### src/wev_pkg.sv
package wev_pkg;

  // clock rate and debounce / override times
  localparam int unsigned CLK_HZ          = 25000000;
  localparam int unsigned DEBOUNCE_MS     = 16;
  localparam int unsigned OVERRIDE_S      = 4;
  localparam int unsigned DEBOUNCE_CYCLES = CLK_HZ / 1000 * DEBOUNCE_MS;
  localparam int unsigned OVERRIDE_CYCLES = CLK_HZ * OVERRIDE_S;

  // register byte offsets
  localparam logic [11:0] CTRL_ADDR   = 12'h000;
  localparam logic [11:0] STATUS_ADDR = 12'h004;
  localparam logic [11:0] EVENT_ADDR  = 12'h008;
  localparam logic [11:0] ALT_ADDR    = 12'h00c;

  // control register fields
  localparam int unsigned CTRL_ROUTE_BIT  = 0;
  localparam int unsigned CTRL_RING_BIT   = 1;
  localparam int unsigned CTRL_PME_WK_BIT = 2;
  localparam int unsigned CTRL_ALT_BIT    = 3;
  localparam int unsigned CTRL_SEL_BIT    = 4;
  localparam logic [4:0]  CTRL_RESET      = 5'h00;

  // status register fields
  localparam int unsigned STAT_LEVEL_BIT = 0;
  localparam int unsigned STAT_BM_BIT    = 1;

  // event register fields (write one to clear)
  localparam int unsigned EV_BTN_BIT   = 0;
  localparam int unsigned EV_RING_BIT  = 1;
  localparam int unsigned EV_PME_BIT   = 2;
  localparam int unsigned EV_BREAK_BIT = 3;
  localparam int unsigned EV_OVR_BIT   = 4;

  // system sleep states as seen by this block
  localparam logic [2:0] ST_S0 = 3'h0;
  localparam logic [2:0] ST_S1 = 3'h1;
  localparam logic [2:0] ST_S4 = 3'h4;
  localparam logic [2:0] ST_S5 = 3'h5;
  localparam logic [2:0] ST_G3 = 3'h7;

  typedef struct packed {
    logic        psel;
    logic        penable;
    logic        pwrite;
    logic [11:0] paddr;
    logic [31:0] pwdata;
  } wev_apb_req_t;

  typedef struct packed {
    logic        pready;
    logic        pslverr;
    logic [31:0] prdata;
  } wev_apb_rsp_t;

  typedef struct packed {
    logic wake;
    logic smi_pulse;
    logic cfg_int;
    logic break_ev;
    logic force_off;
  } wev_evt_t;

endpackage : wev_pkg

### src/wev_event_logic.sv
// Operation
// - power button debounced over 16 ms before use or report
// - button actions start at debounced press, regardless of release
// - press in S0 raises SMI or config interrupt per route select
// - press in S1 to S5 is a wake event toward S0
// - in G3 a press is neither latched nor detected
// - button held 4 s in S0 forces soft-off S5
// - forced soft-off waits for no processor or subsystem response
// - readable level bit shows debounced button state
// - override timer counts only in S0
// - ring in S0 gives break-event interrupt, never wake
// - ring in S1 to S5 wakes only when ring wake enabled
// - ring indicate passes with no filtering or debounce
// - falling PME edge gives SMI, config interrupt, or optional wake
// - rising PME edge gives no event
// - graphics busy at C3 entry sets bus master status
// - graphics busy again within C3 is a break event
// - cpu power good held through performance transitions
// - cpu power good held during S1
// - mux select drives external regulator code multiplexer
// - alternate access mode for save and restore of legacy registers
module wev_event_logic (
  // clock and reset
  input  wire logic                  SYS_CLK,
  input  wire logic                  RST_N,
  // register bus
  input  wire wev_pkg::wev_apb_req_t APB_REQ,
  output wev_pkg::wev_apb_rsp_t      APB_RSP,
  // system state from sleep machine
  input  wire logic [2:0]            SLEEP_STATE,
  input  wire logic                  C3_ACTIVE,
  input  wire logic                  PERF_TRANSITION,
  // event pins
  input  wire logic                  POWER_BUTTON_N,
  input  wire logic                  RING_INDICATE_N,
  input  wire logic                  PCI_PME_N,
  input  wire logic                  GRAPHICS_BUSY_N,
  // regulator side
  input  wire logic                  REGULATOR_OUTPUT_GOOD,
  output logic                       VR_CODE_MUX_SELECT_N,
  output logic                       CPU_POWER_GOOD,
  // event outputs
  output wev_pkg::wev_evt_t          EVENTS,
  output logic                       SYSTEM_MGMT_INTERRUPT_N,
  output logic                       ALT_ACCESS_MODE
);

  typedef struct packed {
    logic [4:0]  ctrl;
    logic [4:0]  events;
    logic        bm_status;
    logic        btn_level;
    logic        btn_raw_prev;
    logic [18:0] deb_cnt;
    logic [26:0] ovr_cnt;
    logic        ovr_done;
    logic        pme_prev;
    logic        gfx_prev;
    logic        c3_prev;
    logic        cpu_good;
    wev_pkg::wev_evt_t evt;
    logic        smi_n;
    logic [31:0] rdata;
  } wev_state_t;

  wev_state_t state;
  wev_state_t next_state;

  logic        acc;
  logic        in_sleep;
  logic        in_s0;
  logic        press_edge;
  logic        pme_fall;
  logic        ring_act;
  logic        gfx_act;

  // register write strobe test
  function automatic logic wr_hit(input wev_pkg::wev_apb_req_t r, input logic [11:0] a);
    wr_hit = r.psel && r.penable && r.pwrite && (r.paddr == a);
  endfunction : wr_hit

  ////////////////////////////////////////////////////////////////////////////
  // decoded conditions
  assign acc        = APB_REQ.psel && APB_REQ.penable;
  assign in_s0      = (SLEEP_STATE == wev_pkg::ST_S0);
  assign in_sleep   = (SLEEP_STATE >= wev_pkg::ST_S1) && (SLEEP_STATE <= wev_pkg::ST_S5);
  assign ring_act   = !RING_INDICATE_N;
  assign gfx_act    = !GRAPHICS_BUSY_N;
  assign pme_fall   = state.pme_prev && !PCI_PME_N;

  ////////////////////////////////////////////////////////////////////////////
  // next-state logic
  always_comb
  begin
    next_state = state;
    next_state.evt = '0;
    next_state.smi_n = 1'b1;
    next_state.btn_raw_prev = !POWER_BUTTON_N;
    next_state.pme_prev = PCI_PME_N;
    next_state.gfx_prev = gfx_act;
    next_state.c3_prev = C3_ACTIVE;

    // register writes first, so hardware sets below win over clears
    if (wr_hit(APB_REQ, wev_pkg::CTRL_ADDR))
      next_state.ctrl = APB_REQ.pwdata[4:0];
    if (wr_hit(APB_REQ, wev_pkg::STATUS_ADDR) && APB_REQ.pwdata[wev_pkg::STAT_BM_BIT])
      next_state.bm_status = 1'b0;
    if (wr_hit(APB_REQ, wev_pkg::EVENT_ADDR))
      next_state.events = state.events & ~APB_REQ.pwdata[4:0];

    // debounce: restart on any change, accept after full interval
    if (SLEEP_STATE == wev_pkg::ST_G3)
    begin
      next_state.deb_cnt = '0;
      next_state.btn_level = 1'b0;
    end
    else if ((!POWER_BUTTON_N) != state.btn_raw_prev)
      next_state.deb_cnt = '0;
    else if (state.deb_cnt < 19'(wev_pkg::DEBOUNCE_CYCLES - 1))
      next_state.deb_cnt = state.deb_cnt + 19'h00001;
    else
      next_state.btn_level = state.btn_raw_prev;

    // debounced level rising marks a press
    press_edge = next_state.btn_level && !state.btn_level;

    // press actions fire on debounced edge
    if (press_edge)
    begin
      if (in_s0)
      begin
        next_state.events[wev_pkg::EV_BTN_BIT] = 1'b1;
        if (state.ctrl[wev_pkg::CTRL_ROUTE_BIT])
          next_state.evt.cfg_int = 1'b1;
        else
          next_state.smi_n = 1'b0;
      end
      else if (in_sleep)
        next_state.evt.wake = 1'b1;
    end

    // override timer, S0 only, held press
    if (in_s0 && state.btn_level && !state.ovr_done)
    begin
      if (state.ovr_cnt < 27'(wev_pkg::OVERRIDE_CYCLES - 1))
        next_state.ovr_cnt = state.ovr_cnt + 27'h0000001;
      else
      begin
        next_state.evt.force_off = 1'b1;
        next_state.ovr_done = 1'b1;
        next_state.events[wev_pkg::EV_OVR_BIT] = 1'b1;
      end
    end
    else if (!state.btn_level || !in_s0)
    begin
      next_state.ovr_cnt = '0;
      next_state.ovr_done = 1'b0;
    end

    // ring indicate
    if (ring_act && in_s0)
    begin
      next_state.evt.break_ev = 1'b1;
      next_state.evt.cfg_int = 1'b1;
      next_state.events[wev_pkg::EV_RING_BIT] = 1'b1;
    end
    else if (ring_act && in_sleep && state.ctrl[wev_pkg::CTRL_RING_BIT])
    begin
      next_state.evt.wake = 1'b1;
      next_state.events[wev_pkg::EV_RING_BIT] = 1'b1;
    end

    // pci power management event, falling edge only
    if (pme_fall)
    begin
      next_state.events[wev_pkg::EV_PME_BIT] = 1'b1;
      if (in_sleep && state.ctrl[wev_pkg::CTRL_PME_WK_BIT])
        next_state.evt.wake = 1'b1;
      else if (state.ctrl[wev_pkg::CTRL_ROUTE_BIT])
        next_state.evt.cfg_int = 1'b1;
      else
        next_state.smi_n = 1'b0;
    end

    // graphics busy around C3
    if (C3_ACTIVE && !state.c3_prev && gfx_act)
      next_state.bm_status = 1'b1;
    if (C3_ACTIVE && state.c3_prev && gfx_act && !state.gfx_prev)
    begin
      next_state.evt.break_ev = 1'b1;
      next_state.events[wev_pkg::EV_BREAK_BIT] = 1'b1;
    end

    // cpu power good: regulator good, held in transitions and S1
    if (PERF_TRANSITION && state.cpu_good)
      next_state.cpu_good = 1'b1;
    else if (SLEEP_STATE == wev_pkg::ST_S1 && state.cpu_good)
      next_state.cpu_good = 1'b1;
    else
      next_state.cpu_good = REGULATOR_OUTPUT_GOOD && (SLEEP_STATE <= wev_pkg::ST_S1);

    // read data registered in setup phase
    next_state.rdata = '0;
    unique case (APB_REQ.paddr)
      wev_pkg::CTRL_ADDR:   next_state.rdata[4:0] = state.ctrl;
      wev_pkg::STATUS_ADDR: next_state.rdata[1:0] = {state.bm_status, state.btn_level};
      wev_pkg::EVENT_ADDR:  next_state.rdata[4:0] = state.events;
      wev_pkg::ALT_ADDR:    next_state.rdata[0]   = state.ctrl[wev_pkg::CTRL_ALT_BIT];
      default:              next_state.rdata = '0;
    endcase
  end

  ////////////////////////////////////////////////////////////////////////////
  // state register
  always_ff @(posedge SYS_CLK)
  begin
    if (!RST_N)
    begin
      state <= '0;
      state.ctrl <= wev_pkg::CTRL_RESET;
      state.smi_n <= 1'b1;
      state.pme_prev <= 1'b1;
    end
    else
      state <= next_state;
  end

  ////////////////////////////////////////////////////////////////////////////
  // outputs
  assign APB_RSP.pready  = 1'b1;
  assign APB_RSP.pslverr = acc && (APB_REQ.paddr > wev_pkg::ALT_ADDR);
  assign APB_RSP.prdata  = state.rdata;
  assign EVENTS                  = state.evt;
  assign SYSTEM_MGMT_INTERRUPT_N = state.smi_n;
  assign CPU_POWER_GOOD          = state.cpu_good;
  assign VR_CODE_MUX_SELECT_N    = !state.ctrl[wev_pkg::CTRL_SEL_BIT];
  assign ALT_ACCESS_MODE         = state.ctrl[wev_pkg::CTRL_ALT_BIT];

endmodule : wev_event_logic

### config.mk
export PLATFORM = sky130hd
export DESIGN_NAME = wev_event_logic
export DESIGN_NICKNAME = d
export VERILOG_FILES = /design/src/wev_pkg.sv /design/src/wev_event_logic.sv
export SDC_FILE = /design/constraint.sdc
export NUM_CORES = 1
export LEC_CHECK = 0
export BUFFER_PORTS_ARGS = -buffer_cell sky130_fd_sc_hd__buf_2
export CAP_MARGIN = 15
export CORE_MARGIN = 5
export CORE_UTILIZATION = 51
export CTS_BUF_LIST = sky130_fd_sc_hd__clkbuf_8
export DETAILED_ROUTE_END_ITERATION = 8
export MAX_ROUTING_LAYER = met4
export PLACE_DENSITY = 0.78
export SLEW_MARGIN = 20
export SYNTH_ARGS = -nofsm -noshare
export SYNTH_HDL_FRONTEND = slang
export SYNTH_SLANG_ARGS = --single-unit
### constraint.sdc
create_clock -name SYS_CLK -period 3.3 [get_ports SYS_CLK]
set_input_delay 0.165 -clock SYS_CLK [delete_from_list [all_inputs] [get_ports SYS_CLK]]
set_output_delay 0.165 -clock SYS_CLK [all_outputs]
set_load 0.02 [all_outputs]
Word level (Yosys, flattened, before mapping)
Index checks and enable logic that the tools add are counted.
{"block": "op_classes", "div_mod_pow": 0, "muxes": 44, "bitwise_logic": 3, "n_addsub": 2, "n_lt_le_gt_ge": 6, "multipliers": 0, "reduce_logical": 46, "shifts": 0, "eq_ne": 8}
{"cell": "two-way mux 28 bit", "n": 2}
{"cell": "two-way mux 1 bit", "n": 36}
{"cell": "adder 27 x 1 -> 27 bit (second input constant)", "n": 1}
{"cell": "less-than comparator 27 bit (second input constant)", "n": 1}
{"cell": "two-way mux 27 bit", "n": 1}
{"cell": "== test 12 x 4 -> 1 bit (second input constant)", "n": 2}
{"cell": "logical AND 1 bit", "n": 24}
{"cell": "adder 19 x 1 -> 19 bit (second input constant)", "n": 1}
{"cell": "less-than comparator 19 bit (second input constant)", "n": 1}
{"cell": "== test 12 x 3 -> 1 bit (second input constant)", "n": 1}
{"cell": "greater-than comparator 12 x 4 -> 1 bit (second input constant)", "n": 1}
{"cell": "zero test 12 bit", "n": 1}
{"cell": "zero test 1 bit", "n": 10}
{"cell": "nonzero test 2 bit", "n": 4}
{"cell": "case mux 3 bit (2 select lines)", "n": 1}
{"cell": "AND reduction 2 bit", "n": 3}
{"cell": "bitwise AND 5 bit", "n": 1}
{"cell": "two-way mux 5 bit", "n": 1}
{"cell": "NOT 5 bit", "n": 1}
{"cell": "case mux 1 bit (4 select lines)", "n": 1}
{"cell": "== test 3 x 1 -> 1 bit (second input constant)", "n": 1}
{"cell": "== test 3 bit (second input constant)", "n": 1}
{"cell": ">= comparator 3 x 1 -> 1 bit (second input constant)", "n": 1}
{"cell": "less-or-equal comparator 3 x 1 -> 1 bit (second input constant)", "n": 1}
{"cell": "11 further kinds", "n": 11}
{"block": "totals", "inputBits": 59, "ram_bits": 0, "reg_bits": 102, "rom_bits": 0, "memories": 0, "latchBits": 0}

Logic depth before layout (Yosys ltp)
{"block": "depth", "depth_word": 10, "depth_mapped": 10, "mapped_depth_nobuf": 7}

Worst setup path after synthesis
Ideal clock, no wire load.
{"block": "synth_timing", "path_type": "register -> register", "from": "register state[72] (netlist bit)", "to": "register state, in the netlist EVENTS[2]", "stages_incl_launch_ff": 8, "setup_time_ns": 0.062, "n_path_buf": 0, "period_less_slack_ns": 2.165, "setup_slack_ns": 1.135, "t_arrival_ns": 2.103, "cell_sequence": "dfxtp_1 > nand4_2 > or4_4 > a31oi_4 > or4b_4 > o21ai_2 > a21oi_1 > nor2b_2"}
{"block": "synth_between", "elab_chain_len": 10}
{"item": "from (decl)", "line_no": "wev_event_logic.sv:66", "source": "wev_state_t state;"}
{"item": "from (signal assigned)", "line_no": "wev_event_logic.sv:225", "source": "state <= next_state;"}
{"item": "less-than comparator 19 bit *", "line_no": "wev_event_logic.sv:119", "source": "else if (state.deb_cnt < 19'(wev_pkg::DEBOUNCE_CYCLES - 1))"}
{"item": "two-way mux 1 bit *", "line_no": "wev_event_logic.sv:119"}
{"item": "two-way mux 1 bit *", "line_no": "wev_event_logic.sv:117", "source": "else if ((!POWER_BUTTON_N) != state.btn_raw_prev)"}
{"item": "two-way mux 1 bit *", "line_no": "wev_event_logic.sv:112", "source": "if (SLEEP_STATE == wev_pkg::ST_G3)"}
{"item": "logical AND 1 bit *", "line_no": "wev_event_logic.sv:125", "source": "press_edge = next_state.btn_level && !state.btn_level;"}
{"item": "two-way mux 1 bit *", "line_no": "wev_event_logic.sv:128", "source": "if (press_edge)"}
{"item": "two-way mux 2 bit *", "line_no": "wev_event_logic.sv:161", "source": "if (ring_act && in_s0)"}
{"item": "two-way mux 1 bit", "line_no": "wev_event_logic.sv:179", "source": "else if (state.ctrl[wev_pkg::CTRL_ROUTE_BIT])"}
{"item": "two-way mux 1 bit", "line_no": "wev_event_logic.sv:177", "source": "if (in_sleep && state.ctrl[wev_pkg::CTRL_PME_WK_BIT])"}
{"item": "two-way mux 1 bit *", "line_no": "wev_event_logic.sv:174", "source": "if (pme_fall)"}
Every way passes the cells marked *; elsewhere a longest branch is shown, timed or not.
A chain may end at the register's enable or synchronous reset.

Worst setup path after layout
{"block": "layout_timing", "from": "register state[45] (netlist bit)", "to": "register state[68] (netlist bit)"}
{"block": "layout_between", "elab_chain_len": 3}
{"item": "adder 27 x 1 -> 27 bit / less-than comparator 27 bit (equally long branches)", "line_no": "wev_event_logic.sv:146, wev_event_logic.sv:145"}
{"item": "two-way mux 27 bit / inequality test 2 x 1 -> 1 bit (equally long branches)"}
{"item": "two-way mux 28 bit / AND reduction 2 bit (equally long branches)"}
Parallel ways exist; a longest one is shown, timed or not. The select of a mux whose other input is x is not followed.

==> flow_summary.yaml <==
synth:
  ys_ff_latch: 74
  muxShareOfSynthArea_pct: 3.299
  synth_area_per_cell_um2: 8.851
  ys_seq_area_share_pct: 39.85
  synth_compound_area_share_pct: 12.05
  synth_fa_ha_area_share_pct: 0.6732
  synth_xor_area_share_pct: 9.189
  synthTopCellsByArea: "dfxtp_1, buf_4, xor2_1"
  yosysTopAreaCell: "dfxtp_1"
  synth_warnings: 0
  synth_top_area_share_pct: 39.85
  ys_async_sr_fraction_pct: 0
  netlist_instances: 420
  yosys.area_share.simple_pct: 24.94
  syn-cell-area_mm2: 0.003717
  synth_top_family_by_area: "simple AND/OR/NAND/NOR gates"
  synth_edf_count: 0
  synth.distinct_cells: 50
  synth-main-ff-cell: "dfxtp_1"
sta:
  setup_ws_ns: 0.7102
  fin_setup_tns_ns: 0
  worst_pin_slew_ns: 0.6924
  setup_viol: 0
  final_hold_viol_count: 0
  max_clock_freq_mhz: 386.1
  skew_ns: 0.01248
  post-route-period-util_pct: 78.48
  rsz0062_at_grt: "false"
  drv_slew: 0
  slew_headroom_pct: 53.71
  period_minus_slack_ns: 2.590
routing:
  drt-vias-per-instance: 5.186
  vias: 2894
  drc: 0
  ant_nets: 0
  initialDrtViolationCount: 140
  route.detailed.wl_per_inst_um: 12.34
  wirelength_um: 6886
  drt-pass1-iter-count: 4
global_route:
  grt_max_degree: 30
  grt_pass1_wl_um: 11670
  grtUsageTotal_pct: 16.63
  antenna_found_initial: 0
  grt-ovfl-total: 0
  first_global_vias: 2694
worst_setup_path:
  reg2regPathDepth: 7
  crit_chain: "and4_1 -> a2111oi_4 -> nor4bb_1 -> nor3_2 -> o21ai_0 -> or4_1 -> a21oi_1"
  start_kind: "register"
  path_buf_inv: 0
  worst_path_max_delay_cell: "or4_1"
  critPathKind: "reg -> reg"
  worstPathArrival_ns: 2.88
  cp.required_ns: 3.59
  crit_path_end_kind: "register"
  slowest_delay_ns: 0.51
  cp.depth: 7
  cp_top_family: "simple AND/OR/NAND/NOR gates"
  cp_max_fo: 9
clock_tree:
  cts_buffer_depth: 2
  cts_buffers: 9
  cts_root_buffer: "clkbuf_8"
  insertion_delay_ns: 0.35
  htreeDepth: 3
  clkSinkCount: 74
  cts_resized: 0
  clk_pin_slew_worst_paths_ns: 0.09
  cts_tree: "built"
floorplan:
  die-area_mm2: 0.009096
  core_area_mm2: 0.007176
  rows: 31
  ios: 102
  die_w_um: 95.38
  start_util_pct: 51.80
  die_y_um: 95.38
placement:
  place.gp.congestion: 0.8374
  dp_slack_ns: 0.7437
  dpl.hpwl_um: 5049
  io_buffers: 45
pwr:
  swShare_pct: 24.31
  internal_power_mw: 1.310
  peakVddDrop_uv: 232.2
  clockPowerShare_pct: 42.0
  cellPowerDensity_mw_per_mm2: 425.5
  p_sw_mw: 0.4205
  pwr-share-seq_pct: 52.3
  p_leak_nw: 1.465
  power_frac_comb_pct: 5.7
layout:
  fillers: 630
  mostFrequentLayoutCells: "dfxtp_1, nor2_1, buf_2, xor2_1, conb_1"
  nets: 515
  layout_commonest_cell: "dfxtp_1"
  antenna_cells: 0
  area_delta_synth_final_pct: 9.391
  drive_gt1_share_pct: 16.99
status:
  status: "completed"
job:
  drv_cap: 0
min_path:
  whs_path_depth: 2
  hold_path.class: "in -> reg"
-- what timing repair did --
action	CTS	global route
endpoints found under the hold margin	2	0
hold buffers	2	0
buffers inserted	0	0
-- cells by family (layout without fill, tap and decap cells) --
family                   after synthesis  count (layout)
adder cells (fa/ha/maj)                2               2
other                                  2              29
multiplexers                          11              11
AO/OA/AOI/OAI                         58              58
buffers and inverters                 58              70
AND/OR/NAND/NOR                      176             176
XOR/XNOR                              39              39
flip-flops                            74              74
-- per-stage QoR --
step                total power [mW]  hold WS (ns)  utilization, %  instance area [um^2]  std cells
floorplan                      1.019        0.2366               -                  3819        447
global placement               1.020        0.3469           53.48                  3837        540
detailed placement             1.022        0.3577           53.48                  3837        540
CTS                            1.750     0.0009313           56.67                  4066        558
global route                   1.812       0.01478           56.67                  4066        558
finish                         1.730       0.01397           56.67                  4066        558
-- area by class of cell --
type / count / area (um^2) / area share (%)
inverter: 5 / 18.77 / 0.4615
sequential: 74 / 1481 / 36.43
multi-input combinational: 315 / 1973 / 48.52
clock inverter: 6 / 71.32 / 1.754
clock buffer: 10 / 137.6 / 3.385
tap: 99 / 123.9 / 3.046
timing repair buffer: 49 / 260.3 / 6.400
-- state kept, by name, indices dropped and copies added (netlist names) --
name	count
APB_RSP	5
state	62
SYSTEM_MGMT_INTERRUPT_N	1
ALT_ACCESS_MODE	1
CPU_POWER_GOOD	1
EVENTS	4
-- cells in the mapped netlist (all sizes together) (2+ instances only) --
library cell,number
nor2,56
xor2,29
o21ai,8
a2111oi,2
nand4,11
o2111ai,5
mux2i,10
o21a,6
nor2b,10
xnor2,10
o31ai,2
nand2b,2
conb,2
a21boi,6
o211ai,8
or3,5
a21oi,13
buf,41
nor4bb,3
dfxtp,74
and3,10
inv,5
and4,5
ha,2
nand3,21
or4,2
nand2,24
clkbuf,12
nor3,11
and2,5
nor4,6
a31oi,4
-- routing by layer --
layer	track usage (%)	up-vias	part of all wire, %
met1	18.55	1342	45
met4	6.280	0	1.2
met3	5.604	10	7.6
met5	-	-	0
met2	27.58	74	47
li1	-	1468	-
-- power groups by stage --
stage / clock network, mW / logic (mW) / registers, mW
4_1_cts: 0.747 / 0.0981 / 0.905
2_1_floorplan: 0 / 0.0923 / 0.926
5_1_grt: 0.797 / 0.110 / 0.906
3_5_place_dp: 0 / 0.0963 / 0.926
6_report: 0.726 / 0.0986 / 0.905
3_3_place_gp: 0 / 0.0947 / 0.926
-- path summary, 6_finish.rpt --
check                       from        end  slack (ns)
setup / recovery       state[45]  state[68]        0.71
hold / removal    POWER_BUTTON_N  state[89]        0.01
setup reg to reg       state[45]  state[68]        0.71
hold reg to reg        state[88]  state[88]        0.49
Power figures use the tool's default switching activity.
